**config.mk**
```make
export PLATFORM = sky130hd
export DESIGN_NAME = dtc_top
export DESIGN_NICKNAME = d
export VERILOG_FILES = /design/src/verilog/dtc_pkg.sv /design/src/verilog/dtc_top.sv
export SDC_FILE = /design/constraint.sdc
export NUM_CORES = 1
export LEC_CHECK = 0
export ABC_CLOCK_PERIOD_IN_PS = 3800
export BUFFER_PORTS_ARGS = -buffer_cell sky130_fd_sc_hd__buf_2
export CAP_MARGIN = 5
export CORE_UTILIZATION = 43
export CTS_CLUSTER_DIAMETER = 30
export DETAILED_ROUTE_END_ITERATION = 10
export GPL_ROUTABILITY_DRIVEN = 0
export HOLD_SLACK_MARGIN = 0.15
export PLACE_DENSITY_LB_ADDON = 0.15
export SLEW_MARGIN = 20
export SYNTH_ARGS = -nofsm -noshare
export SYNTH_HDL_FRONTEND = slang
export SYNTH_SLANG_ARGS = --single-unit
```
**constraint.sdc**
```tcl
create_clock -name clk -period 3.8 [get_ports clk]
set_clock_uncertainty 0.15 [all_clocks]
set_input_delay 0.95 -clock clk [delete_from_list [all_inputs] [get_ports clk]]
set_output_delay 0.95 -clock clk [all_outputs]
set_load 0.05 [all_outputs]
```
**src/verilog/dtc_pkg.sv**
```systemverilog
// Constants, types and register map of the dual timer/counter block
`default_nettype none
package dtc_pkg;

  // Register offsets on the plain register port
  localparam logic [3:0] ADDR_TCTRL = 4'h0; // timer_control_flags
  localparam logic [3:0] ADDR_TMODE = 4'h1; // timer_mode_select
  localparam logic [3:0] ADDR_T0_LO = 4'h2; // timer0_count_low
  localparam logic [3:0] ADDR_T1_LO = 4'h3; // timer1_count_low
  localparam logic [3:0] ADDR_T0_HI = 4'h4; // timer0_count_high
  localparam logic [3:0] ADDR_T1_HI = 4'h5; // timer1_count_high
  localparam logic [3:0] ADDR_ISTAT = 4'h6; // Sticky event status, read only
  localparam logic [3:0] ADDR_ICLR = 4'h7; // Status clear, write only
  localparam logic [3:0] ADDR_IEN = 4'h8; // Interrupt enable

  // Bit positions in timer_control_flags
  localparam int TC_T1_OVF = 7; // t1_overflow_flag
  localparam int TC_T1_RUN = 6; // t1_run_bit
  localparam int TC_T0_OVF = 5; // t0_overflow_flag
  localparam int TC_T0_RUN = 4; // t0_run_bit
  localparam int TC_X1_FLG = 3; // ext_irq1_edge_flag
  localparam int TC_X1_TYP = 2; // ext_irq1_type_bit
  localparam int TC_X0_FLG = 1; // ext_irq0_edge_flag
  localparam int TC_X0_TYP = 0; // ext_irq0_type_bit

  // Bit positions in timer_mode_select
  localparam int TM_T1_GATE = 7; // Gating control, timer 1
  localparam int TM_T1_CNT = 6; // Counter/timer select, timer 1
  localparam int TM_T1_MODE = 4; // operating_mode_field low bit, timer 1
  localparam int TM_T0_GATE = 3; // Gating control, timer 0
  localparam int TM_T0_CNT = 2; // Counter/timer select, timer 0
  localparam int TM_T0_MODE = 0; // operating_mode_field low bit, timer 0

  // Event bits in status, clear and enable registers
  localparam int EV_T0 = 0;
  localparam int EV_T1 = 1;
  localparam int EV_X0 = 2;
  localparam int EV_X1 = 3;

  // Reset values
  localparam logic [7:0] RST_BYTE = 8'h00;

  // Prescaler width for the divide-by-32 mode
  localparam int PRESC_W = 5;
  // Clock cycles per internal timer interval
  localparam logic [3:0] TICK_CYCLES = 4'hC;
  localparam logic [3:0] TICK_LAST = TICK_CYCLES - 4'h1;

  // Operating modes
  typedef enum logic [1:0] {
    MODE_PRESC8 = 2'b00,
    MODE_CNT16 = 2'b01,
    MODE_RELOAD8 = 2'b10,
    MODE_SPLIT = 2'b11
  } dtc_mode_e;

  // Whole state of the block
  typedef struct packed {
    logic [7:0] tctrl;
    logic [7:0] tmode;
    logic [7:0] t0_lo;
    logic [7:0] t0_hi;
    logic [7:0] t1_lo;
    logic [7:0] t1_hi;
    logic [3:0] tick;
    logic t0_pin_d;
    logic t1_pin_d;
    logic x0_pin_d;
    logic x1_pin_d;
    logic [3:0] istat;
    logic [3:0] ien;
    logic [7:0] rdata;
    logic [3:0] req;
    logic irq;
  } dtc_state_s;

endpackage
`default_nettype wire

```
**src/verilog/dtc_top.sv**
```systemverilog
// Dual timer/counter with two external interrupt inputs
//
// Our own choices: the placing of the registers and the address-and-strobe port.
`timescale 1ns/100ps
`default_nettype none
module dtc_top (
  input wire logic clk,
  input wire logic reset,
  input wire logic [3:0] reg_addr,
  input wire logic [7:0] reg_wdata,
  input wire logic reg_wr,
  input wire logic reg_rd,
  output logic [7:0] reg_rdata,
  input wire logic t0_event_pin,
  input wire logic t1_event_pin,
  input wire logic ext_irq0_pin_n,
  input wire logic ext_irq1_pin_n,
  input wire logic ack_t0,
  input wire logic ack_t1,
  input wire logic ack_x0,
  input wire logic ack_x1,
  output logic req_t0,
  output logic req_t1,
  output logic req_x0,
  output logic req_x1,
  output logic irq
);

  localparam int PW = dtc_pkg::PRESC_W; // Prescaler width of mode 00

  // 8-bit increment with carry out
  function automatic logic [8:0] inc8(input logic [7:0] v, input logic en);
    return {1'b0, v} + {8'h00, en};
  endfunction

  // One counting step of a timer in modes 00 to 11: {overflow, high, low}
  function automatic logic [16:0] tmr_step(input logic [1:0] md, input logic [7:0] lo,
                                           input logic [7:0] hi, input logic en);
    // Working sums of prescaler, low byte and high byte
    logic [PW:0] p;
    logic [8:0] l;
    logic [8:0] h;
    logic [16:0] r;
    p = {1'b0, lo[PW-1:0]} + {{PW{1'b0}}, en};
    l = inc8(lo, en);
    h = 9'h000;
    r = {1'b0, hi, lo};
    unique case (md)
      // Low five bits prescale, high byte counts
      dtc_pkg::MODE_PRESC8: begin
        h = inc8(hi, p[PW]);
        r = {h[8], h[7:0], lo[7:PW], p[PW-1:0]};
      end
      // Full 16-bit count
      dtc_pkg::MODE_CNT16: begin
        h = inc8(hi, l[8]);
        r = {h[8], h[7:0], l[7:0]};
      end
      // Low byte reloads from high byte on overflow
      dtc_pkg::MODE_RELOAD8: begin
        r = {l[8], hi, (l[8] ? hi : l[7:0])};
      end
      // Stopped: count held
      dtc_pkg::MODE_SPLIT: begin
        r = {1'b0, hi, lo};
      end
    endcase
    return r;
  endfunction

  dtc_pkg::dtc_state_s s_r; // Registered state
  dtc_pkg::dtc_state_s s_nxt; // Next state
  logic tick; // Internal interval pulse
  logic en0; // Timer 0 (or split low byte) count enable
  logic en1; // Timer 1 count enable
  logic en0h; // Split high byte count enable
  logic [1:0] md0; // Timer 0 mode
  logic [1:0] md1; // Timer 1 mode
  logic [16:0] st0; // Timer 0 step result
  logic [16:0] st1; // Timer 1 step result
  logic [8:0] sp_lo; // Split low byte increment
  logic [8:0] sp_hi; // Split high byte increment
  logic ovf0; // Event: timer 0 flag source
  logic ovf1; // Event: timer 1 flag source
  logic xs0; // Event: ext interrupt 0 trigger
  logic xs1; // Event: ext interrupt 1 trigger
  logic wr_tc; // Write strobes per register
  logic wr_t0l;
  logic wr_t0h;
  logic wr_t1l;
  logic wr_t1h;

  // Next-state logic for the whole block
  always_comb begin
    s_nxt = s_r;
    md0 = s_r.tmode[dtc_pkg::TM_T0_MODE +: 2];
    md1 = s_r.tmode[dtc_pkg::TM_T1_MODE +: 2];
    wr_tc = reg_wr && (reg_addr == dtc_pkg::ADDR_TCTRL);
    wr_t0l = reg_wr && (reg_addr == dtc_pkg::ADDR_T0_LO);
    wr_t0h = reg_wr && (reg_addr == dtc_pkg::ADDR_T0_HI);
    wr_t1l = reg_wr && (reg_addr == dtc_pkg::ADDR_T1_LO);
    wr_t1h = reg_wr && (reg_addr == dtc_pkg::ADDR_T1_HI);

    // Interval divider
    tick = (s_r.tick == dtc_pkg::TICK_LAST);
    s_nxt.tick = tick ? 4'h0 : s_r.tick + 4'h1;

    // Pin history for edge detection
    s_nxt.t0_pin_d = t0_event_pin;
    s_nxt.t1_pin_d = t1_event_pin;
    s_nxt.x0_pin_d = ext_irq0_pin_n;
    s_nxt.x1_pin_d = ext_irq1_pin_n;

    // Count enables: run bit, optional gate, interval or falling event edge
    en0 = s_r.tctrl[dtc_pkg::TC_T0_RUN]
      && (!s_r.tmode[dtc_pkg::TM_T0_GATE] || ext_irq0_pin_n)
      && (s_r.tmode[dtc_pkg::TM_T0_CNT] ? (s_r.t0_pin_d && !t0_event_pin) : tick);
    en1 = s_r.tctrl[dtc_pkg::TC_T1_RUN]
      && (!s_r.tmode[dtc_pkg::TM_T1_GATE] || ext_irq1_pin_n)
      && (s_r.tmode[dtc_pkg::TM_T1_CNT] ? (s_r.t1_pin_d && !t1_event_pin) : tick);
    // Split high byte is an interval counter run by timer 1's run bit
    en0h = s_r.tctrl[dtc_pkg::TC_T1_RUN] && tick;

    st0 = tmr_step(md0, s_r.t0_lo, s_r.t0_hi, en0);
    st1 = tmr_step(md1, s_r.t1_lo, s_r.t1_hi, en1);
    // Split mode: low byte on timer 0 controls, high byte on timer 1's run bit
    sp_lo = inc8(s_r.t0_lo, en0);
    sp_hi = inc8(s_r.t0_hi, en0h);

    // Counter bytes: split mode or common step; software write wins
    if (md0 == dtc_pkg::MODE_SPLIT) begin
      s_nxt.t0_lo = sp_lo[7:0];
      s_nxt.t0_hi = sp_hi[7:0];
      ovf0 = sp_lo[8];
      ovf1 = sp_hi[8];
    end else begin
      s_nxt.t0_lo = st0[7:0];
      s_nxt.t0_hi = st0[15:8];
      ovf0 = st0[16];
      ovf1 = st1[16];
    end
    // Timer 1 steps in every timer 0 mode; split only takes its flag
    s_nxt.t1_lo = st1[7:0];
    s_nxt.t1_hi = st1[15:8];
    // Software byte writes override the counting step
    if (wr_t0l) begin
      s_nxt.t0_lo = reg_wdata;
    end
    if (wr_t0h) begin
      s_nxt.t0_hi = reg_wdata;
    end
    if (wr_t1l) begin
      s_nxt.t1_lo = reg_wdata;
    end
    if (wr_t1h) begin
      s_nxt.t1_hi = reg_wdata;
    end

    // External interrupt triggers: edge or low level per type bit
    // Int 1 sees both edges; int 0 only the falling one
    if (s_r.tctrl[dtc_pkg::TC_X1_TYP]) begin
      xs1 = (s_r.x1_pin_d != ext_irq1_pin_n);
    end else begin
      xs1 = !ext_irq1_pin_n;
    end
    if (s_r.tctrl[dtc_pkg::TC_X0_TYP]) begin
      xs0 = s_r.x0_pin_d && !ext_irq0_pin_n;
    end else begin
      xs0 = !ext_irq0_pin_n;
    end

    // Mode register write
    if (reg_wr && (reg_addr == dtc_pkg::ADDR_TMODE)) begin
      s_nxt.tmode = reg_wdata;
    end

    // Control flags: software write, then vector clears, then hardware sets win
    if (wr_tc) begin
      s_nxt.tctrl = reg_wdata;
    end
    if (ack_t0) begin
      s_nxt.tctrl[dtc_pkg::TC_T0_OVF] = 1'b0;
    end
    if (ack_t1) begin
      s_nxt.tctrl[dtc_pkg::TC_T1_OVF] = 1'b0;
    end
    if (ack_x0) begin
      s_nxt.tctrl[dtc_pkg::TC_X0_FLG] = 1'b0;
    end
    if (ack_x1) begin
      s_nxt.tctrl[dtc_pkg::TC_X1_FLG] = 1'b0;
    end
    if (ovf0) begin
      s_nxt.tctrl[dtc_pkg::TC_T0_OVF] = 1'b1;
    end
    if (ovf1) begin
      s_nxt.tctrl[dtc_pkg::TC_T1_OVF] = 1'b1;
    end
    if (xs0) begin
      s_nxt.tctrl[dtc_pkg::TC_X0_FLG] = 1'b1;
    end
    if (xs1) begin
      s_nxt.tctrl[dtc_pkg::TC_X1_FLG] = 1'b1;
    end

    // Interrupt request lines follow the flags
    s_nxt.req[dtc_pkg::EV_T0] = s_nxt.tctrl[dtc_pkg::TC_T0_OVF];
    s_nxt.req[dtc_pkg::EV_T1] = s_nxt.tctrl[dtc_pkg::TC_T1_OVF];
    s_nxt.req[dtc_pkg::EV_X0] = s_nxt.tctrl[dtc_pkg::TC_X0_FLG];
    s_nxt.req[dtc_pkg::EV_X1] = s_nxt.tctrl[dtc_pkg::TC_X1_FLG];

    // Sticky status: clear by write of ones, set wins
    if (reg_wr && (reg_addr == dtc_pkg::ADDR_ICLR)) begin
      s_nxt.istat = s_r.istat & ~reg_wdata[3:0];
    end
    s_nxt.istat = s_nxt.istat | {xs1, xs0, ovf1, ovf0};
    if (reg_wr && (reg_addr == dtc_pkg::ADDR_IEN)) begin
      s_nxt.ien = reg_wdata[3:0];
    end
    // Single level interrupt from enabled sticky status
    s_nxt.irq = |(s_nxt.istat & s_nxt.ien);

    // Read data one cycle after the strobe, zero otherwise
    s_nxt.rdata = dtc_pkg::RST_BYTE;
    if (reg_rd) begin
      unique case (reg_addr)
        dtc_pkg::ADDR_TCTRL: s_nxt.rdata = s_r.tctrl;
        dtc_pkg::ADDR_TMODE: s_nxt.rdata = s_r.tmode;
        dtc_pkg::ADDR_T0_LO: s_nxt.rdata = s_r.t0_lo;
        dtc_pkg::ADDR_T1_LO: s_nxt.rdata = s_r.t1_lo;
        dtc_pkg::ADDR_T0_HI: s_nxt.rdata = s_r.t0_hi;
        dtc_pkg::ADDR_T1_HI: s_nxt.rdata = s_r.t1_hi;
        dtc_pkg::ADDR_ISTAT: s_nxt.rdata = {4'h0, s_r.istat};
        dtc_pkg::ADDR_IEN: s_nxt.rdata = {4'h0, s_r.ien};
        // Clear register and unmapped addresses read zero
        default: s_nxt.rdata = dtc_pkg::RST_BYTE;
      endcase
    end
  end

  // State register with synchronous reset
  always_ff @(posedge clk) begin
    if (reset) begin
      s_r <= '0;
      // Interrupt pins idle high: no false edge after reset
      s_r.x0_pin_d <= 1'b1;
      s_r.x1_pin_d <= 1'b1;
    end else begin
      s_r <= s_nxt;
    end
  end

  // Outputs straight from flip-flops
  assign reg_rdata = s_r.rdata;
  assign req_t0 = s_r.req[dtc_pkg::EV_T0];
  assign req_t1 = s_r.req[dtc_pkg::EV_T1];
  assign req_x0 = s_r.req[dtc_pkg::EV_X0];
  assign req_x1 = s_r.req[dtc_pkg::EV_X1];
  assign irq = s_r.irq;
endmodule
`default_nettype wire
```
==> run summary, run 1 <==
status: completed
first-pass GRT wire length: 23300 µm
fin worst setup slack: 0.211 ns
cells along the critical path: buf_2, o21ai_0, o2111a_2, ha_1, ha_1, and4_1, nand2_2, o21ai_0, ha_1, ha_1, and3b_1, or4bb_1, o31ai_1, o31ai_1, o211ai_1
total DRC errors in the routed layout: 0
port bufs: 36
most common cell after layout, fill and taps aside: dfxtp_1
MaxCap Viol Count: 0
RSZ-0062 raised after global routing: no
drt first pass iters: 5
critical path endpoint category: flip-flop
Post-Syn Area per Cell: 8.06 µm²
post-route clock period utilization: 0.945
Post-synth ARST share: 0
Layout Cells excl Fill: 750
DR WL/cell: 19.8 µm
CTS Sinks: 73
initial core utilization: 0.440
dominant synthesized flop cell: dfxtp_1
end of the worst register-to-register path: irq
Reg clk slew, reported paths: 0.09 ns
CTS tree: yes
layout cell share with drive strength beyond 1: 0.164
1st-iter DRT viols: 349
HPWL Detailed: 10500 µm
Worst Path Arrival: 3.74 ns
most frequent cells in the layout: dfxtp_1 (73), nand2_1 (56), nor2_1 (51)
initial antenna violation count: 0
Final Hold Viols: 0
Synthesized Nets: 628
vias in the first global route: 4283
Yosys top cell by area: dfxtp_1
core area: 0.0108 mm²
Total GRT Usage: 0.270
PD cells: 314 mW/mm²
CP Data Required Time: 3.95 ns
Crit path max-delay family: compound AO/OA/AOI/OAI gates
Max FO, Critical Path: 3
CTS Buffer Depth: 2
Synth Cell Area: 0.00475 mm²
largest cells by area after synthesis: dfxtp_1 (31%), a21oi_1 (5.2%), mux2i_1 (4.4%)
LEAKAGE: 1.94 nW
Register-to-Register Path Depth: 16
Final ANT Viol Nets: 0
worst slack, placed: -0.146 ns
Final #Nets: 644
Slew headroom: 0.527
n_diodes: 0
# rows: 38
DR vias/cell: 6.12
Worst Tran Pin Value: 0.709 ns
VDD IR max: 215 µV
Post-CTS Setup Bufs: 0
GR Overflow Total: 0
cell area after layout: 0.00518 mm²
synthesized instance count: 589
largest net degree at the start of global routing: 60
CP max stage cell: or4bb_1
Synth top area share: 0.308
total number of yosys warnings: 0
crit path buf inv count: 1
Worst Hold Path EP: s_r[25]
Die Wd: 107 µm
Worst setup SP type: input port
Slew Viols, Final: 0
fmax: 279 MHz
Die Height: 107 µm
Detailed Route WL: 14900 µm
#FFs+latches synth: 73
worst hold path cell count: 1
Post-synth EDFFs: 0
Worst Min Path Start: s_r[25]
clk root buf: clkbuf_8
Filler Cells Inserted: 1078
reg2reg setup slack: 0.27 ns
latest clock arrival within the worst-skew pair: 0.37 ns
minimum clock period: 3.59 ns
P&R area growth vs syn: 9.01%
sequential fraction of the synthesis area: 0.308
DR vias: 4590
io pins: 37
DP Area: 0.00497 mm²
Hold Crit Class: flip-flop to flip-flop
Crit Path Class: input port to flip-flop
CTS Hold Bufs: 0
Synth cell types: 71
Slowest Stage Delay on Critical Path: 0.49 ns
Placed Instances: 734
Setup TNS: 0 ns
worst reg2reg path startpoint: s_r[25]
crit-path most repeated cell: ha_1
Inserted Clock Buffers: 9
H-Tree Level Count: 3
die area: 0.0115 mm²
final setup vio count: 0
[worst register-to-register path: stages (launching register included)]
cell and delay, ns:
dfxtp_1 0.35, ha_1 0.21, nand2_1 0.07, nor2_1 0.15
o2111a_2 0.25, ha_1 0.18, ha_1 0.16, and4_1 0.23
nand2_2 0.06, o21ai_0 0.17, ha_1 0.20, ha_1 0.16
and3b_1 0.18, or4bb_1 0.49, o31ai_1 0.18, o31ai_1 0.17
o211ai_1 0.11
[layout make-up]
| cell class | count | area [µm²] | area share |
|---|---|---|---|
| multi-input cells | 453 | 2970 | 0.573 |
| flip-flops and latches | 73 | 1460 | 0.282 |
| repair buffers | 54 | 315 | 0.0609 |
| well taps | 140 | 175 | 0.0338 |
| clock buffers | 9 | 124 | 0.0239 |
| clock inverters | 7 | 80.1 | 0.0155 |
| inverters | 14 | 52.6 | 0.0102 |
[cells in the mapped netlist, types with 3 or more instances]
library cell / count
a211oi_1: 14
a21oi_1: 49
a221oi_1: 3
a22oi_1: 4
a2bb2oi_1: 3
a311oi_1: 6
a31oi_1: 8
a32o_1: 3
and2_1: 5
and3_1: 12
and4_1: 3
buf_2: 16
buf_4: 9
buf_6: 4
clkbuf_1: 20
dfxtp_1: 73
ha_1: 15
inv_1: 13
mux2_2: 11
mux2i_1: 21
nand2_1: 56
nand2b_1: 7
nand3_1: 34
nand4_1: 7
nor2_1: 51
nor2b_1: 14
nor3_1: 13
nor3b_1: 4
o211ai_1: 8
o21a_1: 3
o21ai_0: 17
o22ai_1: 9
o31ai_1: 3
or2_2: 3
or3_1: 6
xnor2_1: 6
xor2_1: 9
[per-layer routing]
metal,routed length [µm],GRT usage,up-vias
met5,0,0,-
met4,397,0.108,0
met3,878,0.0480,37
met2,6920,0.436,183
met1,6670,0.354,2183
li1,-,-,2187
[cell families after synthesis]
logic type,count (synthesis),synth area share
simple gates,231,0.252
mux,33,0.0751
xor+xnor,15,0.0277
fa+ha+maj,15,0.0395
buf+inv,63,0.0675
flops,73,0.308
compound gates,159,0.231
[sequential cells by signal, indices dropped and copies added, names as in the netlist]
signal     cells
req_t1         1
irq            1
md1            2
s_r           59
reg_rdata      8
md0            2
[where the power goes]
part           leakage [nW]  switching, mW  internal [mW]
Combinational          1.25          0.110         0.0620
Clock                 0.101          0.335          0.310
Sequential            0.593         0.0265          0.784
[stage by stage]
stage	utilization	hold slack, ns	total power, mW
2_1_floorplan	-	0.283	0.938
3_3_place_gp	0.461	0.290	0.996
3_5_place_dp	0.461	0.296	0.998
4_1_cts	0.479	0.309	1.64
5_1_grt	0.480	0.336	1.68
6_report	0.480	0.300	1.63
[what timing repair did]
| item | CTS | global route |
|---|---|---|
| endpoints found under the hold margin | 0 | 0 |
| endpoints found under the setup margin | 0 | 1 |
| resized for setup | 0 | 1 |
[how the worst max path moves through the flow]
stage                      start   to  slack (ns)  depth (start not counted)
floorplan           t1_event_pin  irq        0.08                         15
global placement    t1_event_pin  irq       -0.11                         15
detailed placement  t1_event_pin  irq       -0.15                         15
CTS                 t1_event_pin  irq        0.22                         15
global route             s_r[25]  irq        0.02                         16
finish              t1_event_pin  irq        0.21                         15
No activity file was read; power rests on OpenSTA's default activity.
==> run 2: changes to the inputs <==
Settings changed: ABC_AREA from default to 1.
==> run summary, run 2 <==
status: completed
reg2reg setup slack: 0.40 ns (+0.13 ns)
Yosys top cell by area: dfxtp_1
#FFs+latches synth: 73 (unchanged)
layout cell share with drive strength beyond 1: 0.113 (-0.0507)
total DRC errors in the routed layout: 0 (unchanged)
largest net degree at the start of global routing: 24 (-60%)
HPWL Detailed: 10900 µm (+4.0%)
Worst setup endpoint: s_r[18]
MaxCap Viol Count: 0 (unchanged)
CTS Hold Bufs: 0 (unchanged)
drt first pass iters: 5 (unchanged)
Worst Tran Pin Value: 0.692 ns (-0.0177 ns)
adder-cell share of the synthesized area: 0.0414 (+0.00190)
core area: 0.0103 mm² (-4.8%)
sequential fraction of the synthesis area: 0.323 (+0.0148)
P&R area growth vs syn: 11.1%
initial core utilization: 0.441 (+0.000884)
post-route clock period utilization: 0.896 (-0.0488)
xor/xnor cell area share of the yosys netlist: 0.0174 (-0.0103)
end of the worst register-to-register path: s_r[18]
Final Hold Viols: 0 (unchanged)
clk root buf: clkbuf_8
CTS Buffer Depth: 2 (unchanged)
Setup TNS: 0 ns (unchanged)
minimum clock period: 3.40 ns (-0.186 ns)
VDD IR max: 228 µV (+5.9%)
Final ANT Viol Nets: 0 (unchanged)
port bufs: 36 (unchanged)
Synth top area share: 0.323 (+0.0148)
Hold Crit Class: flip-flop to flip-flop
synthesized instance count: 702 (+19%)
NetSw: 0.477 mW (+1.1%)
Register Area: 0.00146 mm² (unchanged)
clock network fraction of total power: 0.402 (+0.006)
Post-Syn Area per Cell: 6.45 µm² (-20%)
Most flops, register: s_r
beginning of the critical path: s_r[25]
# rows: 37 (-2.6%)
first-pass GRT wire length: 23300 µm (+0.33%)
Synthesized Nets: 741 (+18%)
io pins: 37 (unchanged)
Max FO, Critical Path: 4 (+1)
Resized Gates After CTS: 0 (unchanged)
latest clock arrival within the worst-skew pair: 0.36 ns (about the same)
LEAKAGE: 2.23 nW (+15%)
Int Power: 1.14 mW (-1.1%)
CTS Sinks: 73 (unchanged)
H-Tree Level Count: 3 (unchanged)
DP Area: 0.00483 mm² (-2.8%)
cell area after layout: 0.00503 mm² (-2.8%)
DR WL/cell: 16.3 µm (-18%)
initial antenna violation count: 0 (unchanged)
top cells by count, synth: nand2_1 (155), inv_1 (100), nor2_1 (76)
Inserted Clock Buffers: 9 (unchanged)
sequential share of power: 0.497 (about the same)
1st-iter DRT viols: 339 (-2.9%)
n_diodes: 0 (unchanged)
critical path endpoint category: flip-flop
Slew headroom: 0.538 (+0.0113)
largest family of logic cells by synthesized area: simple AND/OR/NAND/NOR gates
vias in the first global route: 4625 (+8.0%)
area taken by multi-input logic gates: 0.00255 mm² (-14%)
Register-to-Register Path Depth: 19 (+3)
Synth Area in Compound Gates: 0.201 (-0.0295)
Synth Area in Simple Gates: 0.304 (+0.0521)
Comb power frac: 0.101 (-0.005)
RSZ-0062 raised after global routing: no
Total GRT Usage: 0.274 (+0.00376)
PD cells: 322 mW/mm² (+2.4%)
total number of yosys warnings: 0 (unchanged)
Detailed Route WL: 14300 µm (-3.6%)
most frequent cells in the layout: nand2_1 (155), inv_1 (100), nor2_1 (76)
final setup vio count: 0 (unchanged)
Post-CTS Setup Bufs: 0 (unchanged)
GR Overflow Total: 0 (unchanged)
Sw Ratio: 0.294 (+0.00455)
Reg clk slew, reported paths: 0.09 ns (about the same)
fmax: 294 MHz (+5.5%)
most common cell after layout, fill and taps aside: nand2_1
Slew Viols, Final: 0 (unchanged)
Die Wd: 105 µm (-2.3%)
multiplexer share of the synthesized area: 0 (-0.0751)
Crit Path Class: flip-flop to flip-flop
Final #Nets: 776 (+20%)
Synth cell types: 33 (-54%)
Filler Cells Inserted: 1116 (+3.5%)
Worst setup SP type: flip-flop
CTS tree: yes
dominant synthesized flop cell: dfxtp_1
max reg flops: 59 (unchanged)
die area: 0.0110 mm² (-4.5%)
CP Data Required Time: 3.95 ns (about the same)
Worst Path Arrival: 3.55 ns (-0.19 ns)
DR vias/cell: 5.48 (-11%)
Synth Cell Area: 0.00453 mm² (-4.6%)
Post-synth EDFFs: 0 (unchanged)
largest cells by area after synthesis: dfxtp_1 (32%), nand2_1 (13%), inv_1 (8.3%)
worst reg2reg path startpoint: s_r[25]
DR vias: 4809 (+4.8%)
hold_ws: 0.311 ns (+0.0116 ns)
count leader, synth: nand2_1
Die Height: 105 µm (-2.3%)
Post-synth ARST share: 0 (unchanged)
run 2: cell type report:
cell class,count,area share
Clock inverter,7,0.0157
Timing Repair Buffer,46,0.0507
Multi-Input combinational cell,504,0.508
Clock buffer,9,0.0246
Tap cell,136,0.0338
Inverter,103,0.0771
Sequential cell,73,0.290
run 2: stage by stage:
step,cells,total power [mW],setup WS [ns],utilization
3_5_place_dp,862,0.985,0.0863,0.470
3_3_place_gp,862,0.982,0.193,0.470
4_1_cts,878,1.62,0.395,0.490
2_1_floorplan,702,0.921,0.488,-
6_report,878,1.62,0.396,0.490
5_1_grt,878,1.68,0.00235,0.490
run 2: how the worst min path moves through the flow:
stage,from,endpoint,slack [ns],cells past startpoint
floorplan,s_r[25],s_r[25],0.27,1
global placement,s_r[25],s_r[25],0.28,1
detailed placement,s_r[25],s_r[25],0.30,1
CTS,s_r[25],s_r[25],0.32,1
global route,s_r[25],s_r[25],0.34,1
finish,s_r[25],s_r[25],0.31,1
run 2: kinds of logic after synthesis:
family,Yosys count
AND/OR/NAND/NOR,317
XOR/XNOR,9
flip-flops,73
adder cells (fa/ha/maj),15
AO/OA/AOI/OAI,163
buffers and inverters,125
run 2: power by group through the flow:
stage | sequential [mW] | combinational [mW] | clock (mW)
global route | 0.808 | 0.183 | 0.690
global placement | 0.822 | 0.160 | 0
CTS | 0.805 | 0.162 | 0.657
detailed placement | 0.823 | 0.162 | 0
finish | 0.806 | 0.164 | 0.651
floorplan | 0.822 | 0.0994 | 0
run 2: layer usage:
layer / share of wire / wire [µm] / track usage
met1: 0.45 / 6440 / 0.351
met2: 0.45 / 6420 / 0.443
met3: 0.061 / 867 / 0.0505
met4: 0.042 / 599 / 0.129
met5: 0 / 0 / 0
run 2: critical path: stages, from the launching register on:
cell      delay, ns
dfxtp_1        0.36
ha_1           0.19
nand3_1        0.18
a211oi_1       0.32
buf_4          0.17
ha_1           0.17
ha_1           0.18
nand2_1        0.08
nor2_2         0.11
nand2_1        0.08
o21ai_0        0.17
ha_1           0.20
ha_1           0.19
nand3_1        0.08
nor2_1         0.17
nand2_1        0.07
nand2_1        0.07
nand2_1        0.08
and2_1         0.17
a21oi_1        0.13
